File: config.mk
export PLATFORM = sky130hd
export DESIGN_NAME = ddc_config_bank
export DESIGN_NICKNAME = d
export VERILOG_FILES = /design/src/include/ddc_pkg.sv /design/src/design/ddc_config_bank.sv /design/src/design/ddc_sif_port.sv
export SDC_FILE = /design/constraint.sdc
export NUM_CORES = 1
export LEC_CHECK = 0
export ABC_AREA = 1
export BUFFER_PORTS_ARGS = -buffer_cell sky130_fd_sc_hd__buf_2
export CORE_MARGIN = 8
export CORE_UTILIZATION = 53
export CTS_CLUSTER_SIZE = 16
export DETAILED_ROUTE_END_ITERATION = 16
export PLACE_DENSITY = 0.81
export SYNTH_ARGS = -nofsm -noshare
export SYNTH_HDL_FRONTEND = slang
export SYNTH_SLANG_ARGS = --single-unit
export TNS_END_PERCENT = 5
File: constraint.sdc
create_clock -name mclk -period 2 [get_ports mclk]
set_input_delay 0 -clock mclk [delete_from_list [all_inputs] [get_ports mclk]]
set_output_delay 0 -clock mclk [all_outputs]
set_load 0.02 [all_outputs]
File: src/include/ddc_pkg.sv
// Constants shared by the datapath configuration bank and its serial port.
// Assumes a single 40 MHz mclk domain; serial pins are asynchronous to it.
package ddc_pkg;

  ////////////////////////////////////////////////////////////////////////////
  // Register map, 7-bit serial address space
  localparam logic [6:0]  ADR_DATAPATH_CTRL   = 7'h02;
  localparam logic [6:0]  ADR_SCALE_TX_CTRL   = 7'h03;

  // Reset values
  localparam logic [15:0] RST_DATAPATH_CTRL   = 16'h7000;
  localparam logic [15:0] RST_SCALE_TX_CTRL   = 16'hF000;

  // Writable bits; the rest are reserved and keep their reset value
  localparam logic [15:0] WMASK_DATAPATH_CTRL = 16'hF0FA;
  localparam logic [15:0] WMASK_SCALE_TX_CTRL = 16'hF001;

  // Field positions of datapath_interface_control
  localparam int BIT_WORD_WIDE      = 15;
  localparam int BIT_DACCLK_SHUT    = 14;
  localparam int BIT_DATACLK_SHUT   = 13;
  localparam int BIT_COLLISION_SHUT = 12;
  localparam int BIT_FOUR_WIRE      = 7;
  localparam int BIT_MIXER_ENA      = 6;
  localparam int BIT_MIXER_GAIN     = 5;
  localparam int BIT_NCO_ENA        = 4;
  localparam int BIT_REV_BUS        = 3;
  localparam int BIT_TWOS           = 1;

  // Field positions of output_scale_transmit_control
  localparam int BIT_SCALE_HI       = 15;
  localparam int BIT_SCALE_LO       = 12;
  localparam int BIT_SIF_TXENA      = 0;

  ////////////////////////////////////////////////////////////////////////////
  // Sample codes
  localparam logic [15:0] MIDSCALE_CODE  = 16'h8000;
  localparam logic [15:0] SIGN_FLIP      = 16'h8000;
  localparam logic [15:0] POS_FULL       = 16'h7FFF;
  localparam logic [15:0] NEG_FULL       = 16'h8000;

  ////////////////////////////////////////////////////////////////////////////
  // Serial frame: 1 read/write bit, 7 address bits, 16 data bits, MSB first
  localparam logic [4:0]  HEAD_LAST_BIT  = 5'h07;
  localparam logic [4:0]  DATA_LAST_BIT  = 5'h0F;
  localparam logic [4:0]  CNT_ONE        = 5'h01;

  typedef enum logic [1:0] {
    DDC_SP_IDLE,
    DDC_SP_HEAD,
    DDC_SP_DATA,
    DDC_SP_DONE
  } ddc_sp_state_t;

endpackage

File: src/design/ddc_config_bank.sv
// Datapath interface and output scale configuration registers with the
// input formatting, mixer gain and alarm shutdown logic they steer.
// Assumes alarm levels and sample bus come from logic on mclk; serial pins
// and the transmit-enable pin are asynchronous and resynchronised here.

////////////////////////////////////////////////////////////////////////////
module ddc_config_bank (
  input  wire logic        mclk,
  input  wire logic        rst_n,
  input  wire logic        sif_sclk,
  input  wire logic        sif_sden_n,
  input  wire logic        sif_sdio_i,
  output logic             sif_sdio_o,
  output logic             sif_sdio_oe,
  output logic             sif_sdo,
  output logic             sif_sdo_oe,
  input  wire logic        txenable_pin,
  input  wire logic        dacclk_gone,
  input  wire logic        dataclk_gone,
  input  wire logic        fifo_collision,
  input  wire logic [15:0] data_bus,
  input  wire logic        data_strobe,
  input  wire logic        frame_start,
  output logic [15:0]      dac_i_out,
  output logic [15:0]      dac_q_out,
  output logic             output_shutdown,
  output logic             tx_enable,
  output logic             word_wide_input_sel,
  output logic             four_wire_port_sel,
  output logic             mixer_enable,
  output logic             mixer_gain_6db,
  output logic             nco_enable,
  output logic [4:0]       full_scale_steps
);

  typedef struct packed {
    logic [15:0] dpath;
    logic [15:0] scale;
    logic        txp_m;
    logic        txp_s;
    logic [7:0]  hi_byte;
    logic        byte_phase;
    logic        q_chan;
    logic        shut;
    logic        txen;
    logic [15:0] i_out;
    logic [15:0] q_out;
    logic [4:0]  steps;
  } ddc_bank_t;

  ddc_bank_t   s_r;
  ddc_bank_t   s_nxt;
  logic        wr_pulse;
  logic [6:0]  sp_addr;
  logic [15:0] sp_wdata;
  logic [15:0] rdata;
  logic [15:0] word;
  logic        word_done;
  logic [15:0] sample;

  ////////////////////////////////////////////////////////////////////////////
  // Bit order reversal of the input bus
  function automatic logic [15:0] ddc_reverse(input logic [15:0] w);
    logic [15:0] r;
    r = '0;
    for (int k = 0; k < 16; k++) begin
      r[k] = w[15 - k];
    end
    return r;
  endfunction

  // Doubling with saturation, in two's complement
  function automatic logic [15:0] ddc_double(input logic [15:0] w);
    logic [15:0] r;
    r = {w[14:0], 1'b0};
    if (w[15] != w[14]) begin
      r = w[15] ? ddc_pkg::NEG_FULL : ddc_pkg::POS_FULL;
    end
    return r;
  endfunction

  // Merge writable bits of a write with reserved reset bits
  function automatic logic [15:0] ddc_merge(input logic [15:0] w,
                                            input logic [15:0] mask,
                                            input logic [15:0] rst);
    return (w & mask) | (rst & ~mask);
  endfunction

  ////////////////////////////////////////////////////////////////////////////
  // Read mux, unmapped addresses read as zero
  always_comb begin
    if (sp_addr == ddc_pkg::ADR_DATAPATH_CTRL) begin
      rdata = s_r.dpath;
    end else if (sp_addr == ddc_pkg::ADR_SCALE_TX_CTRL) begin
      rdata = s_r.scale;
    end else begin
      rdata = 16'h0000;
    end
  end

  ddc_sif_port u_sif (
    .mclk      (mclk),
    .rst_n     (rst_n),
    .sclk      (sif_sclk),
    .sden_n    (sif_sden_n),
    .sdio_i    (sif_sdio_i),
    .four_wire (s_r.dpath[ddc_pkg::BIT_FOUR_WIRE]),
    .rdata     (rdata),
    .sdio_o    (sif_sdio_o),
    .sdio_oe   (sif_sdio_oe),
    .sdo       (sif_sdo),
    .sdo_oe    (sif_sdo_oe),
    .wr_pulse  (wr_pulse),
    .addr      (sp_addr),
    .wdata     (sp_wdata)
  );

  ////////////////////////////////////////////////////////////////////////////
  always_comb begin
    s_nxt       = s_r;
    s_nxt.txp_m = txenable_pin;
    s_nxt.txp_s = s_r.txp_m;
    word        = 16'h0000;
    word_done   = 1'b0;
    sample      = 16'h0000;

    // Register writes; reserved bits forced back to reset values
    if (wr_pulse) begin
      if (sp_addr == ddc_pkg::ADR_DATAPATH_CTRL) begin
        s_nxt.dpath = ddc_merge(sp_wdata, ddc_pkg::WMASK_DATAPATH_CTRL,
                                ddc_pkg::RST_DATAPATH_CTRL);
      end else if (sp_addr == ddc_pkg::ADR_SCALE_TX_CTRL) begin
        s_nxt.scale = ddc_merge(sp_wdata, ddc_pkg::WMASK_SCALE_TX_CTRL,
                                ddc_pkg::RST_SCALE_TX_CTRL);
      end
    end

    // Shutdown only acts for alarms whose enable is set; no other mask
    // gates the alarm inputs
    s_nxt.shut =
      (dacclk_gone    & s_r.dpath[ddc_pkg::BIT_DACCLK_SHUT])    |
      (dataclk_gone   & s_r.dpath[ddc_pkg::BIT_DATACLK_SHUT])   |
      (fifo_collision & s_r.dpath[ddc_pkg::BIT_COLLISION_SHUT]);

    s_nxt.txen = s_r.scale[ddc_pkg::BIT_SIF_TXENA] | s_r.txp_s;
    s_nxt.steps = {1'b0, s_r.scale[ddc_pkg::BIT_SCALE_HI:
                                   ddc_pkg::BIT_SCALE_LO]} + 5'h01;

    // Input assembly: byte mode takes high byte first, then low byte
    if (frame_start) begin
      s_nxt.q_chan     = 1'b0;
      s_nxt.byte_phase = 1'b0;
    end else if (data_strobe) begin
      if (s_r.dpath[ddc_pkg::BIT_WORD_WIDE]) begin
        word      = data_bus;
        word_done = 1'b1;
      end else if (!s_r.byte_phase) begin
        s_nxt.hi_byte    = data_bus[7:0];
        s_nxt.byte_phase = 1'b1;
      end else begin
        word             = {s_r.hi_byte, data_bus[7:0]};
        word_done        = 1'b1;
        s_nxt.byte_phase = 1'b0;
      end
    end

    if (word_done) begin
      sample = word;
      if (s_r.dpath[ddc_pkg::BIT_REV_BUS]) begin
        sample = ddc_reverse(word);
      end
      // Internal arithmetic is two's complement
      if (!s_r.dpath[ddc_pkg::BIT_TWOS]) begin
        sample = sample ^ ddc_pkg::SIGN_FLIP;
      end
      // Only the gain stage is modelled; the mixer core lives elsewhere
      if (s_r.dpath[ddc_pkg::BIT_MIXER_ENA] &&
          s_r.dpath[ddc_pkg::BIT_MIXER_GAIN]) begin
        sample = ddc_double(sample);
      end
      // Converter takes offset-binary codes
      if (s_r.q_chan) begin
        s_nxt.q_out = sample ^ ddc_pkg::SIGN_FLIP;
      end else begin
        s_nxt.i_out = sample ^ ddc_pkg::SIGN_FLIP;
      end
      s_nxt.q_chan = ~s_r.q_chan;
    end

    // Alarm shutdown or transmit off parks both channels at midscale
    if (s_nxt.shut || !s_nxt.txen) begin
      s_nxt.i_out = ddc_pkg::MIDSCALE_CODE;
      s_nxt.q_out = ddc_pkg::MIDSCALE_CODE;
    end
  end

  always_ff @(posedge mclk or negedge rst_n) begin
    if (!rst_n) begin
      s_r       <= '0;
      s_r.dpath <= ddc_pkg::RST_DATAPATH_CTRL;
      s_r.scale <= ddc_pkg::RST_SCALE_TX_CTRL;
      s_r.i_out <= ddc_pkg::MIDSCALE_CODE;
      s_r.q_out <= ddc_pkg::MIDSCALE_CODE;
    end else begin
      s_r <= s_nxt;
    end
  end

  ////////////////////////////////////////////////////////////////////////////
  assign dac_i_out           = s_r.i_out;
  assign dac_q_out           = s_r.q_out;
  assign output_shutdown     = s_r.shut;
  assign tx_enable           = s_r.txen;
  assign word_wide_input_sel = s_r.dpath[ddc_pkg::BIT_WORD_WIDE];
  assign four_wire_port_sel  = s_r.dpath[ddc_pkg::BIT_FOUR_WIRE];
  assign mixer_enable        = s_r.dpath[ddc_pkg::BIT_MIXER_ENA];
  assign mixer_gain_6db      = s_r.dpath[ddc_pkg::BIT_MIXER_GAIN];
  // Oscillator bit is independent of mixer enable: coarse mixing needs
  // no oscillator
  assign nco_enable          = s_r.dpath[ddc_pkg::BIT_NCO_ENA];
  assign full_scale_steps    = s_r.steps;

endmodule

File: src/design/ddc_sif_port.sv
// Serial programming port slave: 3-wire or 4-wire, 24-bit frames.
// Assumes sclk runs below a quarter of mclk; all pins are resynchronised.
module ddc_sif_port (
  input  wire logic        mclk,
  input  wire logic        rst_n,
  input  wire logic        sclk,
  input  wire logic        sden_n,
  input  wire logic        sdio_i,
  input  wire logic        four_wire,
  input  wire logic [15:0] rdata,
  output logic             sdio_o,
  output logic             sdio_oe,
  output logic             sdo,
  output logic             sdo_oe,
  output logic             wr_pulse,
  output logic [6:0]       addr,
  output logic [15:0]      wdata
);

  typedef struct packed {
    logic                  sclk_m;
    logic                  sclk_s;
    logic                  sclk_d;
    logic                  sden_m;
    logic                  sden_s;
    logic                  dio_m;
    logic                  dio_s;
    ddc_pkg::ddc_sp_state_t state;
    logic [4:0]            cnt;
    logic [7:0]            head;
    logic                  rd;
    logic [15:0]           shift;
    logic                  wr;
    logic [6:0]            addr;
    logic [15:0]           wdata;
    logic                  dio_o;
    logic                  dio_oe;
    logic                  sdo;
    logic                  sdo_oe;
  } ddc_sp_t;

  ddc_sp_t q_r;
  ddc_sp_t q_nxt;
  logic    rise;
  logic    fall;
  logic    outbit;
  logic [15:0] base;

  ////////////////////////////////////////////////////////////////////////////
  always_comb begin
    q_nxt        = q_r;
    q_nxt.sclk_m = sclk;
    q_nxt.sclk_s = q_r.sclk_m;
    q_nxt.sclk_d = q_r.sclk_s;
    q_nxt.sden_m = sden_n;
    q_nxt.sden_s = q_r.sden_m;
    q_nxt.dio_m  = sdio_i;
    q_nxt.dio_s  = q_r.dio_m;
    q_nxt.wr     = 1'b0;
    rise   = q_r.sclk_s & ~q_r.sclk_d;
    fall   = ~q_r.sclk_s & q_r.sclk_d;
    base   = (q_r.cnt == 5'h00) ? rdata : q_r.shift;
    outbit = base[15];
    if (q_r.sden_s) begin
      // Deselect aborts any partial frame and frees the lines
      q_nxt.state  = ddc_pkg::DDC_SP_IDLE;
      q_nxt.cnt    = 5'h00;
      q_nxt.dio_oe = 1'b0;
      q_nxt.sdo_oe = 1'b0;
    end else begin
      case (q_r.state)
        ddc_pkg::DDC_SP_IDLE: begin
          q_nxt.state = ddc_pkg::DDC_SP_HEAD;
          q_nxt.cnt   = 5'h00;
        end
        ddc_pkg::DDC_SP_HEAD: begin
          if (rise) begin
            q_nxt.head = {q_r.head[6:0], q_r.dio_s};
            q_nxt.cnt  = q_r.cnt + ddc_pkg::CNT_ONE;
            if (q_r.cnt == ddc_pkg::HEAD_LAST_BIT) begin
              q_nxt.rd    = q_r.head[6];
              q_nxt.addr  = {q_r.head[5:0], q_r.dio_s};
              q_nxt.state = ddc_pkg::DDC_SP_DATA;
              q_nxt.cnt   = 5'h00;
            end
          end
        end
        ddc_pkg::DDC_SP_DATA: begin
          if (q_r.rd && fall) begin
            // First falling edge loads the addressed register
            q_nxt.shift = {base[14:0], 1'b0};
            if (four_wire) begin
              q_nxt.sdo    = outbit;
              q_nxt.sdo_oe = 1'b1;
            end else begin
              q_nxt.dio_o  = outbit;
              q_nxt.dio_oe = 1'b1;
            end
          end
          if (rise) begin
            q_nxt.cnt = q_r.cnt + ddc_pkg::CNT_ONE;
            if (!q_r.rd) begin
              q_nxt.shift = {q_r.shift[14:0], q_r.dio_s};
            end
            if (q_r.cnt == ddc_pkg::DATA_LAST_BIT) begin
              q_nxt.state = ddc_pkg::DDC_SP_DONE;
              if (!q_r.rd) begin
                q_nxt.wr    = 1'b1;
                q_nxt.wdata = {q_r.shift[14:0], q_r.dio_s};
              end
            end
          end
        end
        default: begin
          // Extra clocks after a full frame are ignored
          q_nxt.state = ddc_pkg::DDC_SP_DONE;
        end
      endcase
    end
  end

  always_ff @(posedge mclk or negedge rst_n) begin
    if (!rst_n) begin
      q_r        <= '0;
      q_r.sden_m <= 1'b1;
      q_r.sden_s <= 1'b1;
    end else begin
      q_r <= q_nxt;
    end
  end

  assign sdio_o   = q_r.dio_o;
  assign sdio_oe  = q_r.dio_oe;
  assign sdo      = q_r.sdo;
  assign sdo_oe   = q_r.sdo_oe;
  assign wr_pulse = q_r.wr;
  assign addr     = q_r.addr;
  assign wdata    = q_r.wdata;

endmodule

# After elaboration in Yosys (flattened, before gate mapping)
# Cells that the tools add are included.
dict set report word_totals {
  regBits 133
  elab_cells 153
}
dict set report op_classes {
  n_addsub 2
  eq_ne 14
  n_mux 56
  n_bitwise 20
  n_reduce_logical 30
}
# cell n
set op_table {}
lappend op_table {{2-to-1 mux 16 bit} 23}
lappend op_table {{2-to-1 mux 32 bit} 2}
lappend op_table {{2-to-1 mux 7 bit} 6}
lappend op_table {{2-to-1 mux 25 bit} 1}
lappend op_table {{2-to-1 mux 20 bit} 1}
lappend op_table {{AND reduction 4 bit} 5}
lappend op_table {{2-to-1 mux 17 bit} 1}
lappend op_table {{2-to-1 mux 1 bit} 16}
lappend op_table {{one-hot mux 5 bit (3 select lines)} 1}
lappend op_table {{AND reduction 3 bit} 5}
lappend op_table {{== test 7 x 2 -> 1 bit, second input constant} 2}
lappend op_table {{nonzero test 2 bit} 7}
lappend op_table {{inequality test 3 x 1 -> 1 bit, second input constant} 4}
lappend op_table {{NOT 1 bit} 12}
lappend op_table {{AND reduction 2 bit} 5}
lappend op_table {{2-to-1 mux 2 bit} 3}
lappend op_table {{one-hot mux 2 bit (3 select lines)} 1}
lappend op_table {{adder 4 x 1 -> 5 bit, second input constant} 1}
lappend op_table {{adder 5 x 1 -> 5 bit, second input constant} 1}
lappend op_table {{bitwise AND 1 bit} 5}
lappend op_table {{== test 5 x 3 -> 1 bit, second input constant} 1}
lappend op_table {{== test 5 x 4 -> 1 bit, second input constant} 1}
lappend op_table {{logical NOT 5 bit} 1}
lappend op_table {{AND reduction 5 bit} 1}
lappend op_table {{other kinds (12)} 16}

# Depth between registers and ports, before layout
dict set report depth {
  depth_word 17
  mapped_depth 15
}

# Modules after synthesis
# A second synthesis with hierarchy kept.
dict set report unflattened {
  hier_cells 915
  area_unflattened_um2 7282.0
}
# mod n_inst cells_each area_each_um2 seq_area_each_um2
set modules_own_cells {}
lappend modules_own_cells {ddc_config_bank 1 487 3896.2 1662.8}
lappend modules_own_cells {ddc_sif_port 1 428 3385.7 1654.1}

# Worst setup path before layout
# No wires, ideal clock.
dict set report synth_timing {
  kind {reg-to-reg}
  start {register s_r, in the netlist word_wide_input_sel}
  end {register s_r, in the netlist dac_q_out[11]}
  setup_ps 117
  arrival_time_ps 2021
  t_required_ps 1883
  setup_slack_ps -138
  path_stages_with_launch 14
  n_path_buf 1
  cell_sequence {dfrtp_1 -> nor2_2 -> nor2_4 -> inv_2 -> nor2_1 -> nand2_1 -> nand2_1 -> ha_1 -> clkbuf_1 -> nand3_1 -> nand2_1 -> nand2_1 -> nand3_1 -> nand2_1}
}
dict set report synth_between {
  elab_chain_cells 15
}
# item line_no
set synth_lines {}
lappend synth_lines {{from (decl)} ddc_config_bank.sv:51} ;# ddc_bank_t s_r;
lappend synth_lines {{from (signal assigned)} ddc_config_bank.sv:205} ;# s_r <= s_nxt;
lappend synth_lines {{2-to-1 mux 16 bit} ddc_config_bank.sv:154} ;# if (s_r.dpath[ddc_pkg::BIT_WORD_WIDE]) begin
lappend synth_lines {{2-to-1 mux 16 bit} ddc_config_bank.sv:153} ;# end else if (data_strobe) begin
lappend synth_lines {{2-to-1 mux 16 bit} ddc_config_bank.sv:150} ;# if (frame_start) begin
lappend synth_lines {{2-to-1 mux 16 bit} ddc_config_bank.sv:169} ;# if (s_r.dpath[ddc_pkg::BIT_REV_BUS]) begin
lappend synth_lines {{2-to-1 mux 16 bit} ddc_config_bank.sv:167} ;# if (word_done) begin
lappend synth_lines {{NOT 1 bit (no source line)} n/a}
lappend synth_lines {{2-to-1 mux 16 bit} ddc_config_bank.sv:173} ;# if (!s_r.dpath[ddc_pkg::BIT_TWOS]) begin
lappend synth_lines {{2-to-1 mux 16 bit} ddc_config_bank.sv:167}
lappend synth_lines {{2-to-1 mux 16 bit / inequality test 1 bit (equally long branches)} {ddc_config_bank.sv:77, ddc_config_bank.sv:76}}
lappend synth_lines {{2-to-1 mux 16 bit} ddc_config_bank.sv:76} ;# if (w[15] != w[14]) begin
lappend synth_lines {{2-to-1 mux 16 bit} ddc_config_bank.sv:177} ;# if (s_r.dpath[ddc_pkg::BIT_MIXER_ENA] &&
lappend synth_lines {{2-to-1 mux 16 bit} ddc_config_bank.sv:167}
lappend synth_lines {{2-to-1 mux 16 bit} ddc_config_bank.sv:182} ;# if (s_r.q_chan) begin
lappend synth_lines {{2-to-1 mux 32 bit} ddc_config_bank.sv:167}
lappend synth_lines {{2-to-1 mux 32 bit} ddc_config_bank.sv:191} ;# if (s_nxt.shut || !s_nxt.txen) begin
# Parallel ways exist; a longest one is shown, timed or not. The select of a mux whose other input is x is not followed.
# A chain may end at the register's enable or synchronous reset.

# Worst setup path in the final report
dict set report layout_timing {
  start {register s_r, in the netlist word_wide_input_sel}
  end {register s_r, in the netlist dac_i_out[12]}
}
# Same word-level chain as after synthesis.

==> impl_metrics.ini <==
[grt]
grt_pass1_wl_um = 25200
grt_start_max_net_pins = 128
grt-ovfl-total = 0
grt_pass1_vias = 5164
antenna_found_initial = 0
grtUsageTotal_pct = 19.8

[detailed_routing]
wl_met3_um = 978
num_vias = 5289
wl_per_cell_um = 14.6
ant_nets = 0
highest_layer = met4
drc = 0
viasPerCell = 5.24
met2_wirelength_um = 7190
drtIter0Drc = 497
dr.pass1.iters = 6
wl_met1_um = 6190
wirelength_um = 14700

[setup_path]
start_kind = register
r2r-end = dac_i_out[12]
path_class = register to register
arrival_ns = 2.27
critPathRequiredTime_ns = 2.30
rrSetupSlack_ns = 0.03
end_kind = register
worstPathMaxFanout = 6
r2r-start = word_wide_input_sel
reg2reg_depth = 15

[timing]
setup-tns-final_ns = 0
timing.fmax_mhz = 508
rsz0062_at_grt = yes
tightest_slew_ns = 0.675
timing.final.hold_violations = 0
fin_skew_ns = 0.00950
finalCriticalPeriod_ns = 1.97
report.final.slew_viol_count = 0
fin_crit_sh_pct = 98.4
max_slew_margin_pct = 55.0
finalSetupViolations = 0

[die]
initial_core_util_pct = 54.3
coreArea_um2 = 11500
die_h_um = 124
die_w_um = 124
die_area_um2 = 15500
io_pins = 75
rows = 39

[yosys]
netlist_area_um2 = 6230
synth.avg_cell_area_um2 = 8.03
ys_seq_area_share_pct = 51.2
netlist_instances = 776
ys_types = 30
synth_nets = 813
yosysWarningCount = 0
yosys_register_bits = 127

[worst_hold_path]
whs_path_depth = 4
worstHoldStart = data_strobe
min_delay_worst_endpoint = s_r[40]
holdCritPathClass = primary input to register

[finish]
syn_to_final_growth_pct = 20.9
layout.nets = 891
drive_gt1_share_pct = 20.4
multi_input_area_um2 = 2390
antennaDiodeCount = 0
fillerInstances = 912
register_area_um2 = 3190

[place]
gp_congestion = 0.935
dp_hpwl_um = 9980
port_buffers = 74

[job]
drv_cap = 0

[clocking]
clk_path_buf_depth = 2
tritoncts = yes
clock_latency_ns = 0.42
cts_sinks = 127
cts_inserted_buffers = 17
htreeDepth = 4
clk_pin_slew_worst_paths_ns = 0.05
root_buffer = clkbuf_16

[power]
peakVddDrop_uv = 659
power.density_nw_per_um2 = 930
leakagePower_nw = 3.95
fin_total_pwr_mw = 7.01

[outcome]
status = completed
-- Yosys cell counts --
library cell,n,share of area (%)
nand2_1,257,15
dfrtp_1,116,47
nand3_1,91,7.3
inv_1,90,5.4
o21ai_0,59,4.7
buf_4,39,4.7
nor2_1,32,1.9
buf_2,11,0.88
dfstp_2,11,4.6
clkbuf_1,10,0.60
ha_1,10,2.0
a21oi_1,7,0.56
o211ai_1,7,0.84
o22ai_1,6,0.60
inv_2,4,0.24
nor2_2,3,0.30
nor3_1,3,0.24
o221ai_1,3,0.42
a31oi_1,2,0.20
nand3_2,2,0.32
nand4_1,2,0.20
nor2_4,2,0.36
xor2_1,2,0.28
a21oi_2,1,0.14
a22o_1,1,0.14
mux2_2,1,0.18
nand4_2,1,0.20
nor3_4,1,0.26
o21ai_1,1,0.080
or2_2,1,0.10
-- where the power goes --
group | switching, mW | internal [mW]
combinational | 0.516 | 0.276
sequential | 0.0985 | 2.74
clock | 1.11 | 2.27
total | 1.72 | 5.29
-- metal layers --
metal / vias to the layer above / GRT usage (%)
met5: - / 0
met4: 0 / 8.79
met3: 34 / 5.87
met2: 179 / 32.1
met1: 2493 / 24.0
li1: 2583 / -
-- worst max path at each step --
stage                              from       endpoint  slack, ns  cells past startpoint
floorplan           word_wide_input_sel   dac_i_out[1]       0.04                     14
finish              word_wide_input_sel  dac_i_out[12]       0.03                     15
global route        word_wide_input_sel   dac_i_out[1]      -0.12                     13
global placement    word_wide_input_sel  dac_q_out[11]       0.09                     14
CTS                             s_r[40]  dac_i_out[12]      0.009                     14
detailed placement  word_wide_input_sel   dac_q_out[4]      0.003                     15
-- worst max-delay path: stages, from the launching register on --
cell and delay [ns]:
dfrtp_2 0.46, inv_1 0.07, nand3_1 0.07, nand2_2 0.11, nand3_4 0.09, nand2_2 0.08
nand2_2 0.08, nand2_2 0.10, ha_4 0.20, inv_2 0.06, nand3_4 0.09, buf_4 0.17
nand2_1 0.08, nand2_2 0.07, nand3_2 0.07, nand2_1 0.05
-- flip-flops by register name (all words and copies together), names as in the netlist --
signal	count
dac_i_out	16
dac_q_out	16
four_wire_port_sel	1
full_scale_steps	5
mixer_enable	1
mixer_gain_6db	1
nco_enable	1
output_shutdown	1
s_nxt	1
s_r	21
tx_enable	1
u_sif.addr	7
u_sif.q_nxt	4
u_sif.q_r	34
u_sif.sdio_o	1
u_sif.sdio_oe	1
u_sif.sdo	1
u_sif.sdo_oe	1
u_sif.wdata	11
u_sif.wr_pulse	1
word_wide_input_sel	1
-- placed cells by master (no fill, tap or decap), types with 2 or more instances in the layout --
cell type	count
nand2_2	7
inv_2	5
nor2_1	29
o21ai_0	59
clkinvlp_4	3
xor2_1	2
dfstp_2	11
nor2_2	5
nand4_1	2
a21oi_1	7
nand3_1	87
dlygate4sd3_1	17
nor2_4	3
buf_4	26
clkbuf_1	2
nor3_1	3
nand3_2	3
inv_1	89
nand3_4	3
buf_6	2
nand2_1	250
clkbuf_8	2
buf_2	73
o211ai_1	7
o22ai_1	6
clkinv_2	3
dfrtp_1	115
bufinv_16	5
clkbuf_16	17
ha_1	9
o221ai_1	3
a31oi_1	2
-- cell families after synthesis --
family	Yosys count	synth area share, %
compound gates	87	7.73
fa+ha+maj	10	2.01
mux	1	0.181
flops	127	51.2
simple gates	395	26.7
buf+inv	154	11.8
xor+xnor	2	0.281
-- layout make-up --
class / instances / area share (%)
Timing Repair Buffer: 119 / 10.3
Multi-Input combinational cell: 495 / 31.7
Inverter: 94 / 4.68
Clock inverter: 11 / 2.49
Sequential cell: 127 / 42.4
Clock buffer: 21 / 6.11
Tap cell: 143 / 2.37
-- what timing repair did --
action / 4_1_cts / 5_1_grt
endpoints found under the hold margin: 131 / 0
resized for setup: 1 / 19
pin swaps: 0 / 4
endpoints found under the setup margin: 6 / 31
hold buffers: 17 / 0
cloned: 0 / 0
buffers inserted: 2 / 0
-- per-stage QoR --
stage	worst slack, ns	cells	hold slack (ns)	area, µm²	util, %
4_1_cts	0.00890	1010	0.0399	7460	65.1
5_1_grt	-0.124	1010	0.0871	7530	65.7
6_report	0.0312	1010	0.0590	7530	65.7
3_5_place_dp	0.00292	959	0.107	6630	57.8
3_3_place_gp	0.0860	959	0.106	6630	57.8
2_1_floorplan	0.0395	776	-0.296	6250	-
Power figures use the tool's default switching activity.
